File: config.mk
export PLATFORM = sky130hd
export DESIGN_NAME = scf_device_flat
export DESIGN_NICKNAME = d
export VERILOG_FILES = /design/src/inc/scf_pkg.sv /design/src/inc/scf_link_if.sv /design/src/logic/scf_device.sv /design/src/flat_wrapper.sv
export SDC_FILE = /design/constraint.sdc
export NUM_CORES = 1
export LEC_CHECK = 0
export BUFFER_PORTS_ARGS = -buffer_cell sky130_fd_sc_hd__buf_2
export CORE_MARGIN = 10
export CORE_UTILIZATION = 30
export DETAILED_ROUTE_END_ITERATION = 8
export HOLD_SLACK_MARGIN = 0.08
export SLEW_MARGIN = 15
export SYNTH_ARGS = -nofsm -noshare
export SYNTH_HDL_FRONTEND = slang
export SYNTH_SLANG_ARGS = --single-unit
File: constraint.sdc
create_clock -name clk_sys -period 3.3 [get_ports clk_sys]
set_input_delay 0.495 -clock clk_sys [delete_from_list [all_inputs] [get_ports clk_sys]]
set_output_delay 0.495 -clock clk_sys [all_outputs]
set_load 0.005 [all_outputs]
File: src/inc/scf_pkg.sv
// scf_pkg: shared constants and types for the 16-bit command frame link
// assumes: both ends run on clk_sys (10 MHz) and sample link pins synchronously
`default_nettype none
package scf_pkg;
    // ----------------------------------------------------------------
    // frame layout
    // ----------------------------------------------------------------
    localparam int FRAME_BITS     = 16;
    localparam int OP_HIGH_POS    = 15;
    localparam int OP_LOW_POS     = 14;
    localparam int INDEX_MSB      = 13;
    localparam int INDEX_LSB      = 9;
    localparam int PARITY_POS     = 8;
    localparam int PAYLOAD_MSB    = 7;
    localparam int STATUS_MSB     = 15;
    localparam int STATUS_LSB     = 8;
    localparam int INDEX_W        = 5;
    localparam int REG_COUNT      = 32;

    typedef enum logic [1:0] {
        OP_READ_CONTENT = 2'b00,
        OP_WRITE        = 2'b01,
        OP_RESERVED     = 2'b10,
        OP_READ_FLAGS   = 2'b11
    } scf_op_type;

    // ----------------------------------------------------------------
    // values after reset and fixed codes
    // ----------------------------------------------------------------
    localparam logic [7:0]  REG_RESET_VALUE = 8'h00;
    localparam logic [15:0] HARMLESS_READ   = 16'h2580;
    localparam logic [4:0]  LIN_REG_INDEX   = 5'h13;
    localparam logic [7:0]  LIN_TXRX_MASK   = 8'hC0;
    localparam logic [4:0]  EXT_STATUS_IDX  = 5'h00;

    // ----------------------------------------------------------------
    // timing at 10 MHz
    // ----------------------------------------------------------------
    localparam int CLK_PERIOD_NS      = 100;
    localparam int SELECT_LOW_NS      = 5500;
    localparam int SELECT_LOW_CYCLES  = (SELECT_LOW_NS + CLK_PERIOD_NS - 1) / CLK_PERIOD_NS + 1;
    localparam int HALF_BIT_CYCLES    = 2;
endpackage : scf_pkg
`default_nettype wire

File: src/inc/scf_link_if.sv
// scf_link_if: four-wire serial link between master end and device end
// assumes: single clock clk_sys; all pins synchronous to it
`default_nettype none
interface scf_link_if;
    logic selN;
    logic sclk;
    logic mosi;
    logic miso;

    modport master (
        output selN,
        output sclk,
        output mosi,
        input  miso
    );
    modport device (
        input  selN,
        input  sclk,
        input  mosi,
        output miso
    );
endinterface : scf_link_if
`default_nettype wire

File: src/logic/scf_device.sv
// scf_device: device end of the 16-bit command frame link with register bank
// assumes: sclk, selN, mosi synchronous to clk_sys; mode 0 (sample on rising sclk)
`default_nettype none
//Function
// - one 16-bit frame, top bits select operation
// - bits 13..9 carry register index
// - bit 8 parity on write, next on read
// - bits 7..0 carry command payload
// - status byte out on bits 15..8
// - low byte: ext status, content or flags
// - no pass-through, no daisy chain
// - decode 00 read, 01 write, 11 flags
// - master sets bit 8 on reads
// - write bit 8 is parity value
// - master holds select low over 5.5 us
// - master follows writes with one read
// - unaccepted write completed by next frame
// - only writes may be delayed
// - lin txrx command needs lin transmit high
module scf_device (
    input  wire logic          clk_sys,
    input  wire logic          nrst,
    input  wire logic          clkEn,
    scf_link_if.device         link,
    input  wire logic [7:0]    fixedStatus,
    input  wire logic [7:0]    extStatus,
    input  wire logic [7:0]    flagsIn [scf_pkg::REG_COUNT],
    input  wire logic          parityEnable,
    input  wire logic          linTxd,
    input  wire logic          writeStall,
    output logic [7:0]         regContent [scf_pkg::REG_COUNT],
    output logic [4:0]         flagClearIdx,
    output logic               flagClear,
    output logic               parityError,
    output logic               linTxRxMode
);
    import scf_pkg::*;

    // ----------------------------------------------------------------
    // elaboration checks
    // ----------------------------------------------------------------
    // decode below is written for one 16-bit frame and a 5-bit index
    if (FRAME_BITS != 16) begin : gBadFrame
        $error("frame length must be sixteen bits");
    end
    if (REG_COUNT != (1 << INDEX_W)) begin : gBadBank
        $error("register count must match the index width");
    end
    if (INDEX_MSB - INDEX_LSB + 1 != INDEX_W) begin : gBadIndex
        $error("index field width mismatch");
    end
    if (STATUS_MSB - STATUS_LSB != 7) begin : gBadStatus
        $error("status field must be one byte");
    end

    // ----------------------------------------------------------------
    // link sampling
    // ----------------------------------------------------------------
    logic        sclkLast;
    logic        selLast;
    logic [15:0] shiftIn;
    logic [15:0] shiftOut;
    logic [4:0]  bitCount;
    logic        pendingValid;
    logic [15:0] pendingFrame;

    wire sclkRise  = link.sclk & ~sclkLast;
    wire sclkFall  = ~link.sclk & sclkLast;
    wire selFall   = ~link.selN & selLast;
    wire selRise   = link.selN & ~selLast;
    wire frameOk   = selRise && (bitCount == 5'(FRAME_BITS));

    wire scf_op_type op     = scf_op_type'(shiftIn[OP_HIGH_POS:OP_LOW_POS]);
    wire [4:0]  index       = shiftIn[INDEX_MSB:INDEX_LSB];
    wire        parityBit   = shiftIn[PARITY_POS];
    wire [7:0]  payload     = shiftIn[PAYLOAD_MSB:0];
    wire        calcParity  = ^{shiftIn[15:9], shiftIn[7:0]};
    wire        parityBad   = parityEnable && (calcParity != parityBit);

    // ----------------------------------------------------------------
    // frame decode
    // ----------------------------------------------------------------
    wire isWrite   = frameOk && (op == OP_WRITE);
    wire isFlagRd  = frameOk && (op == OP_READ_FLAGS);
    // a stalled write is parked and finished by the following good frame
    wire acceptNow = isWrite && !writeStall && !parityBad;
    wire parkNow   = isWrite && writeStall && !parityBad;
    wire flushPend = frameOk && pendingValid;

    // a parked frame takes the place of this frame's own write
    wire        applyWrite = flushPend || acceptNow;
    wire [4:0]  applyIdx   = flushPend ? pendingFrame[INDEX_MSB:INDEX_LSB] : index;
    wire [7:0]  applyData  = flushPend ? pendingFrame[PAYLOAD_MSB:0] : payload;
    wire        linReq     = applyWrite && (applyIdx == LIN_REG_INDEX)
                             && ((applyData & LIN_TXRX_MASK) == LIN_TXRX_MASK);
    wire        linBlocked = linReq && !linTxd;

    // response low byte picked by the incoming op and index; no mosi bypass
    logic [7:0] respByte;
    // used as the eighth bit arrives, so op and index sit in the seven lowest bits
    wire scf_op_type nextOp = scf_op_type'(shiftIn[6:5]);
    wire [4:0]  nextIdx     = shiftIn[4:0];

    always_comb begin
        unique case (nextOp)
            OP_READ_CONTENT: respByte = regContent[nextIdx];
            OP_READ_FLAGS:   respByte = flagsIn[nextIdx];
            default:         respByte = extStatus;
        endcase
    end

    // ----------------------------------------------------------------
    // shifter
    // ----------------------------------------------------------------
    // pin history reset to idle levels, so no false edge follows reset
    always_ff @(posedge clk_sys) begin
        if (!nrst) begin
            sclkLast <= 1'b0;
            selLast  <= 1'b1;
        end else if (clkEn) begin
            sclkLast <= link.sclk;
            selLast  <= link.selN;
        end
    end

    always_ff @(posedge clk_sys) begin
        if (!nrst) begin
            shiftIn  <= 16'h0000;
            shiftOut <= 16'h0000;
            bitCount <= 5'h00;
        end else if (clkEn) begin
            if (selFall) begin
                shiftOut <= {fixedStatus, extStatus};
                bitCount <= 5'h00;
            end else if (!link.selN && sclkRise) begin
                shiftIn  <= {shiftIn[14:0], link.mosi};
                if (bitCount != 5'h1F)
                    bitCount <= bitCount + 5'h01;
                // low byte chosen once op and index bits are in; the status bit on the pin stays
                if (bitCount == 5'd7)
                    shiftOut <= {shiftOut[15], respByte, 7'h00};
            end else if (!link.selN && sclkFall && bitCount != 5'h00) begin
                shiftOut <= {shiftOut[14:0], 1'b0};
            end
        end
    end

    assign link.miso = shiftOut[15];

    // ----------------------------------------------------------------
    // register bank and side effects
    // ----------------------------------------------------------------
    for (genvar g = 0; g < REG_COUNT; g++) begin : gBank
        always_ff @(posedge clk_sys) begin
            if (!nrst)
                regContent[g] <= REG_RESET_VALUE;
            else if (clkEn && applyWrite && !linBlocked && applyIdx == 5'(g))
                regContent[g] <= applyData;
        end
    end

    wire linSet   = linReq && linTxd;
    wire linClear = applyWrite && !linReq && (applyIdx == LIN_REG_INDEX);

    always_ff @(posedge clk_sys) begin
        if (!nrst) begin
            flagClear    <= 1'b0;
            flagClearIdx <= 5'h00;
        end else if (clkEn) begin
            flagClear <= isFlagRd;
            if (isFlagRd)
                flagClearIdx <= index;
        end
    end

    always_ff @(posedge clk_sys) begin
        if (!nrst)
            parityError <= 1'b0;
        else if (clkEn && isWrite)
            parityError <= parityBad;
    end

    // parking wins over a flush, so a second stalled write is not lost
    always_ff @(posedge clk_sys) begin
        if (!nrst) begin
            pendingValid <= 1'b0;
            pendingFrame <= 16'h0000;
        end else if (clkEn) begin
            if (parkNow) begin
                pendingValid <= 1'b1;
                pendingFrame <= shiftIn;
            end else if (flushPend) begin
                pendingValid <= 1'b0;
            end
        end
    end

    // a blocked mode request leaves the mode as it was
    always_ff @(posedge clk_sys) begin
        if (!nrst)
            linTxRxMode <= 1'b0;
        else if (clkEn && linSet)
            linTxRxMode <= 1'b1;
        else if (clkEn && linClear)
            linTxRxMode <= 1'b0;
    end
endmodule : scf_device
`default_nettype wire

File: src/flat_wrapper.sv
// flat-port wrapper written by rule: the top's interface ports become plain ports
module scf_device_flat import scf_pkg::*;
  (clk_sys, nrst, clkEn, fixedStatus, extStatus, flagsIn, parityEnable, linTxd, writeStall, regContent, flagClearIdx, flagClear, parityError, linTxRxMode, link_selN, link_sclk, link_mosi, link_miso);
  scf_link_if link_i ();
  input  wire logic clk_sys;
  input  wire logic nrst;
  input  wire logic clkEn;
  input  wire logic [7:0] fixedStatus;
  input  wire logic [7:0] extStatus;
  input  wire logic [7:0] flagsIn[scf_pkg::REG_COUNT];
  input  wire logic parityEnable;
  input  wire logic linTxd;
  input  wire logic writeStall;
  output logic [7:0] regContent[scf_pkg::REG_COUNT];
  output logic [4:0] flagClearIdx;
  output logic flagClear;
  output logic parityError;
  output logic linTxRxMode;
  input wire logic [$bits(link_i.selN)-1:0] link_selN;
  input wire logic [$bits(link_i.sclk)-1:0] link_sclk;
  input wire logic [$bits(link_i.mosi)-1:0] link_mosi;
  output wire logic [$bits(link_i.miso)-1:0] link_miso;
  assign link_i.selN = link_selN;
  assign link_i.sclk = link_sclk;
  assign link_i.mosi = link_mosi;
  assign link_miso = link_i.miso;
  scf_device u_core (.clk_sys(clk_sys), .nrst(nrst), .clkEn(clkEn), .link(link_i), .fixedStatus(fixedStatus), .extStatus(extStatus), .flagsIn(flagsIn), .parityEnable(parityEnable), .linTxd(linTxd), .writeStall(writeStall), .regContent(regContent), .flagClearIdx(flagClearIdx), .flagClear(flagClear), .parityError(parityError), .linTxRxMode(linTxRxMode));
endmodule
### Yosys cells after proc, flatten, opt, wreduce, memory -nomap -nowiden

Cells that the tools add are included.
W data, S select, Z words.

| cells by class | value |
|---|---|
| bitwise gates (word level) | 10 |
| reductions and logical operators | 79 |
| magnitude comparators | 1 |
| mux-type cells | 20 |
| add/subtract/negate cells | 1 |
| eq/ne operators | 41 |

Operator list:

| operator | count |
|---|---|
| $eq A5 B5 Y1 const B | 17 |
| $bmux W8 S5 | 2 |
| $logic_and A1 B1 Y1 | 55 |
| $mux W16 | 3 |
| $eq A5 B4 Y1 const B | 8 |
| $mux W8 | 5 |
| $eq A5 B3 Y1 const B | 5 |
| $mux W5 | 4 |
| $pmux W8 S2 | 1 |
| $mux W15 | 1 |
| $reduce_xor A15 Y1 | 1 |
| $reduce_and A3 Y1 | 4 |
| $eq A5 B2 Y1 const B | 2 |
| $reduce_bool A2 Y1 | 5 |
| $eq A2 B2 Y1 const B | 3 |
| $ge A6 B6 Y1 const B | 1 |
| $logic_not A1 Y1 | 6 |
| $not A5 Y6 | 1 |
| $reduce_and A2 Y1 | 3 |
| $add A5 B1 Y5 const B | 1 |
| $eq A5 B1 Y1 const B | 1 |
| $logic_not A5 Y1 | 1 |
| $ne A5 B5 Y1 const B | 1 |
| $not A1 Y1 | 5 |
| 10 further kinds | 16 |

| storage, ports and cells | value |
|---|---|
| bits in registers | 318 |
| logic and storage cells | 196 |

### Logic depth before layout (Yosys ltp)

| logic depth | value |
|---|---|
| word-level depth | 15 |
| depth in mapped cells | 11 |

### Worst setup path after synthesis

OpenSTA, ideal clock, no wires.

| timing path | value |
|---|---|
| path kind | reg2reg |
| start point | reg u_core.shiftIn[0] |
| end point | reg u_core.shiftOut[14] |
| setup time | 125 ps |
| path buffers | 4 |
| arrival | 2468 ps |
| path slack | 707 ps |
| stages on the path, launching flop included | 9 |
| clock period less this slack | 2593 ps |
| cell sequence | dfxtp_1 buf_2 buf_4 buf_2 buf_2 mux4_2 mux4_2 a32oi_1 a31oi_1 |

| between the ends | value |
|---|---|
| cells in the longest elaborated chain, start to end | 8 |
| elaborated cells between the ends (all ways) | 11 |
| those cells by class | mux: 10; bitwise: 1 |

RTL lines:

| element | RTL line | source |
|---|---|---|
| start, declared | scf_device.sv:61 | `logic [15:0] shiftIn;` |
| start signal, assigned | scf_device.sv:136 | `shiftIn <= {shiftIn[14:0], link.mosi};` |
| $not A5 Y6 (not written as such) (*) | scf_device.sv:106, scf_device.sv:107 |  |
| $bmux W8 S5 (on tied branches) | scf_device.sv:107, scf_device.sv:106 |  |
| $mux W8 (on tied branches) (2 in series) | scf_device.sv:107, scf_device.sv:106 |  |
| $pmux W8 S2 (*) | scf_device.sv:105 | `unique case (nextOp)` |
| $mux W15 (*) | scf_device.sv:140 | `if (bitCount == 5'd7)` |
| $mux W16 (*) | scf_device.sv:135 | `end else if (!link.selN && sclkRise) begin` |
| $mux W16 (*) | scf_device.sv:132 | `if (selFall) begin` |
| end signal, assigned | scf_device.sv:133 | `shiftOut <= {fixedStatus, extStatus};` |
| end signal, assigned | scf_device.sv:141 | `shiftOut <= {shiftOut[15], respByte, 7'h00};` |
| end signal, assigned | scf_device.sv:143 | `shiftOut <= {shiftOut[14:0], 1'b0};` |
| end, declared | scf_device.sv:62 | `logic [15:0] shiftOut;` |

Every way passes the cells marked *; elsewhere a longest branch is shown, timed or not. The select of a mux whose other input is x is not followed.
A chain may end at the register's enable or synchronous reset.

### Worst setup path after layout

| timing path | value |
|---|---|
| start point | reg u_core.shiftIn[0] |
| end point | reg u_core.regContent[0] (netlist bit) |

| between the ends | value |
|---|---|
| cells in the longest elaborated chain, start to end | 12 |
| elaborated cells between the ends (all ways) | 14 |
| those cells by class | eq/ne: 1; mux: 1; reduce/logical: 12 |

RTL lines:

| element | RTL line | source |
|---|---|---|
| $reduce_xor A15 Y1 | scf_device.sv:77 | `wire calcParity = ^{shiftIn[15:9], shiftIn[7:0]};` |
| $ne A1 B1 Y1 | scf_device.sv:78 | `wire parityBad = parityEnable && (calcParity != parityBit);` |
| $logic_and A1 B1 Y1 | scf_device.sv:78 |  |
| $logic_not A1 Y1 | scf_device.sv:86 | `wire acceptNow = isWrite && !writeStall && !parityBad;` |
| $logic_and A1 B1 Y1 | scf_device.sv:86 |  |
| $logic_or A1 B1 Y1 | scf_device.sv:91 | `wire applyWrite = flushPend \|\| acceptNow;` |
| $logic_and A1 B1 Y1 | scf_device.sv:94 | `wire linReq = applyWrite && (applyIdx == LIN_REG_INDEX)` |
| $logic_and A1 B1 Y1 | scf_device.sv:95 | `&& ((applyData & LIN_TXRX_MASK) == LIN_TXRX_MASK);` |
| $logic_and A1 B1 Y1 | scf_device.sv:96 | `wire linBlocked = linReq && !linTxd;` |
| $logic_not A1 Y1 | scf_device.sv:157 | `else if (clkEn && applyWrite && !linBlocked && applyIdx == 5'(g))` |
| $logic_and A1 B1 Y1 (2 in series) | scf_device.sv:157 |  |
| end signal, assigned by index | scf_device.sv:158 | `regContent[g] <= applyData;` |
| end, declared | scf_device.sv:31 | `output logic [7:0] regContent [scf_pkg::REG_COUNT],` |

Parallel ways exist; a longest one is shown, timed or not.

==> flow_results.xml <==
<?xml version="1.0" encoding="UTF-8"?>
<metrics>
  <group name="critical_path">
    <metric name="worstSetupEndpointType" unit="">register</metric>
    <metric name="setup_crit_start_kind" unit="">register</metric>
    <metric name="r2r.worst_path.cells" unit="">8</metric>
    <metric name="critical_path_arrival" unit="ps">3590</metric>
    <metric name="criticalPathCategory" unit="">register to register</metric>
    <metric name="rr_endpoint" unit="">u_core.regContent[0]</metric>
    <metric name="rr_startpoint" unit="">u_core.shiftIn[0]</metric>
    <metric name="cp_max_fo" unit="">33</metric>
    <metric name="endpoint" unit="">u_core.regContent[0]</metric>
    <metric name="rrSetupSlack" unit="ps">190</metric>
    <metric name="cp_data_required_time" unit="ps">3780</metric>
    <metric name="worst_setup_path_startpoint" unit="">u_core.shiftIn[0]</metric>
  </group>
  <group name="floorplanning">
    <metric name="fp.dieArea" unit="sq um">65260</metric>
    <metric name="floorplan.rows" unit="">86</metric>
    <metric name="initial_core_util" unit="%">30.25</metric>
    <metric name="floorplan.die.width" unit="um">255.5</metric>
    <metric name="dieHeight" unit="um">255.5</metric>
    <metric name="boundaryPins" unit="">546</metric>
    <metric name="area_of_the_core_region" unit="sq um">54990</metric>
  </group>
  <group name="routing">
    <metric name="route.antenna.remaining_nets" unit="">0</metric>
    <metric name="routed_wire_length_per_instance" unit="um">26.47</metric>
    <metric name="number_of_remaining_drc_errors" unit="">0</metric>
    <metric name="drt_wl_total" unit="mm">75.48</metric>
    <metric name="drt_first_iter_violations" unit="">1246</metric>
    <metric name="vias_per_cell" unit="">5.232</metric>
    <metric name="drt_first_pass_iters" unit="">7</metric>
    <metric name="route.vias.total" unit="">14922</metric>
  </group>
  <group name="yosys">
    <metric name="number_of_distinct_library_cells_after_synthesis" unit="">63</metric>
    <metric name="synthesis.nets" unit="">1854</metric>
    <metric name="synth_top_cell_by_area" unit="">dfxtp_1</metric>
    <metric name="synthesis.yosys.warnings" unit="">0</metric>
    <metric name="synth-edff-count" unit="">0</metric>
    <metric name="synth_async_sr_flop_share" unit="%">0</metric>
    <metric name="post_synthesis_cells" unit="">1568</metric>
    <metric name="yosys_register_bits" unit="">317</metric>
    <metric name="synth_top_flop_cell" unit="">dfxtp_1</metric>
    <metric name="synth_most_common_cell" unit="">dfxtp_1</metric>
    <metric name="netlist_area" unit="sq um">16630</metric>
    <metric name="yosys-top-cells-area" unit="">dfxtp_1 38%, mux4_2 20%, mux2i_1 14%</metric>
    <metric name="yosys.area.top_type_share" unit="%">38.16</metric>
    <metric name="yosysSeqAreaShare" unit="%">38.16</metric>
    <metric name="yosys-top-cells-count" unit="">317 x dfxtp_1, 309 x nand2_1, 230 x mux2i_1</metric>
    <metric name="syn-mean-instance-area" unit="sq um">10.61</metric>
  </group>
  <group name="min_path">
    <metric name="hold_removal_path_class" unit="">input pin to register</metric>
    <metric name="timing.hold.worst.start" unit="">extStatus[0]</metric>
  </group>
  <group name="cts">
    <metric name="ctsRootBufferMaster" unit="">clkbuf_16</metric>
    <metric name="post_cts_hold_buffer_count" unit="">0</metric>
    <metric name="cts-buffers-inserted" unit="">38</metric>
    <metric name="ctsLongestPathBuffers" unit="">3</metric>
    <metric name="postCtsSetupRepairBufs" unit="">0</metric>
    <metric name="cts-htree-levels" unit="">2</metric>
    <metric name="cts.clk_slew.worst_paths" unit="ps">60</metric>
    <metric name="count_of_instances_resized_after_the_clock_tree_is_built" unit="">0</metric>
    <metric name="cts_tree" unit="">done</metric>
    <metric name="insertion_delay_to_the_later_sink_of_the_worst_skew_pair" unit="ps">570</metric>
    <metric name="cts_num_sinks" unit="">317</metric>
  </group>
  <group name="timing">
    <metric name="fmaxAchievable" unit="GHz">0.3217</metric>
    <metric name="timing.final.max_slew_violations" unit="">0</metric>
    <metric name="rsz0062_at_grt" unit="">no</metric>
    <metric name="worst_setup_skew_after_layout" unit="ps">26.82</metric>
    <metric name="min_period_over_period" unit="%">94.20</metric>
    <metric name="slew_headroom" unit="%">40.84</metric>
    <metric name="final.min_clock_period" unit="ps">3109</metric>
    <metric name="hold_viol_final" unit="">0</metric>
    <metric name="setup_violations" unit="">0</metric>
    <metric name="tns" unit="ps">0</metric>
    <metric name="layout_setup_ws" unit="ps">191.3</metric>
    <metric name="tightestPinTransition" unit="ps">878.0</metric>
  </group>
  <group name="cells_and_area">
    <metric name="final_nets" unit="">2362</metric>
    <metric name="area_growth" unit="%">29.47</metric>
    <metric name="drive_gt1_share" unit="%">41.25</metric>
    <metric name="nFillCells" unit="">5453</metric>
    <metric name="register_area" unit="sq um">6356</metric>
    <metric name="multi_input_gate_area" unit="sq um">9658</metric>
  </group>
  <group name="pwr">
    <metric name="power_density" unit="nW/um^2">391.5</metric>
    <metric name="worst_ir_drop_vdd" unit="mV">0.3898</metric>
    <metric name="total_leakage_power" unit="nW">9.649</metric>
  </group>
  <group name="global_route">
    <metric name="antenna_found_initial" unit="">1</metric>
    <metric name="global_route.overflow_total" unit="">0</metric>
    <metric name="vias_in_the_first_global_route" unit="">15380</metric>
    <metric name="grt_max_degree" unit="">154</metric>
    <metric name="first_pass_grt_wire_length" unit="mm">108.8</metric>
    <metric name="global_route.usage.total" unit="%">22.04</metric>
  </group>
  <group name="placed_design">
    <metric name="portBuffers" unit="">545</metric>
    <metric name="finalWeightedCongestion" unit="">0.9579</metric>
    <metric name="dp_hpwl" unit="mm">57.96</metric>
    <metric name="dp_worst_setup_slack" unit="ps">203.1</metric>
  </group>
  <group name="run">
    <metric name="max_cap_violations" unit="">0</metric>
  </group>
  <group name="status">
    <metric name="outcome" unit="">complete, no violations</metric>
  </group>
</metrics>
==> through the flow <==
step | hold WS [ps] | total power [mW] | instances | instance area [sq um] | utilization [%]
2_1_floorplan | 455.2 | 4.146 | 1568 | 16630 | -
3_3_place_gp | 450.7 | 4.385 | 2784 | 20320 | 36.96
3_5_place_dp | 463.6 | 4.392 | 2784 | 20320 | 36.96
4_1_cts | 215.9 | 8.510 | 2850 | 21530 | 39.15
5_1_grt | 238.6 | 8.679 | 2850 | 21530 | 39.15
6_report | 232.7 | 8.431 | 2852 | 21530 | 39.16
==> power breakdown <==
part / internal, mW / switching, mW
logic: 0.238 / 0.219
registers: 3.84 / 0.00992
clock network: 2.37 / 1.76
==> area by class of cell <==
type                       count  area share (%)
antenna                        2         0.02324
clock buffer                  51           4.974
clock inverter                15          0.6159
inverter                       9          0.1569
multi-input combinational   1098           44.85
sequential                   317           29.52
tap                          748           4.346
timing repair buffer         612           15.51
==> kinds of logic (layout without fill, tap and decap cells) <==
| kind of cell | Yosys count | after routing | synth area share, % |
|---|---|---|---|
| xor+xnor | 18 | 18 | 1.083 |
| flops | 317 | 317 | 38.16 |
| buf+inv | 153 | 687 | 3.859 |
| fa+ha+maj | 5 | 5 | 0.3761 |
| other cells | 0 | 2 | 0 |
| simple gates | 497 | 497 | 14.07 |
| compound gates | 196 | 196 | 8.238 |
| mux | 382 | 382 | 34.21 |
==> sequential cells by signal, indices dropped and copies added, names as in the netlist <==
register,flops
u_core.shiftIn,16
u_core.sclkLast,1
u_core.parityError,1
u_core.selLast,1
u_core.linTxRxMode,1
u_core.bitCount,5
u_core.flagClearIdx,5
u_core.pendingFrame,13
u_core.shiftOut,16
u_core.pendingValid,1
u_core.flagClear,1
u_core.regContent,256
==> layout by cell type, fill, tap and decap left out, types with 22 or more instances in the layout <==
| master | instances |
|---|---|
| buf_2 | 544 |
| dfxtp_1 | 313 |
| nand2_1 | 309 |
| mux2i_1 | 230 |
| mux4_2 | 148 |
| nand3_1 | 65 |
| o21ai_0 | 59 |
| buf_4 | 59 |
| clkbuf_16 | 39 |
| nor2b_1 | 35 |
| a22oi_1 | 22 |
==> worst min-delay path by stage <==
stage | endpoint | slack, ps | cells after the start
after CTS | u_core.shiftOut[0] | 220 | 3
after global routing | u_core.shiftOut[0] | 240 | 3
final | u_core.shiftOut[0] | 230 | 3
after detailed placement | u_core.regContent[59] | 460 | 2
after global placement | u_core.regContent[185] | 450 | 2
after floorplan | u_core.shiftOut[0] | 460 | 2
==> worst max-delay path: stages, from the launching register on <==
cell and delay, ps:
dfxtp_4 370, buf_12 260, xnor2_1 130, xnor2_1 260, xnor2_2 180, xnor2_2 230
o21ai_4 750, nand3_2 490, mux2i_1 290
==> metal layers <==
metal  vias up  track usage, %  part of all wire, %
met5         -               0                    0
met4         0           6.613                  2.8
met3        99           6.002                  8.1
met2       641           37.86                   49
met1      7408           26.43                   40
li1       6774               -                    -
Power figures use the tool's default switching activity.
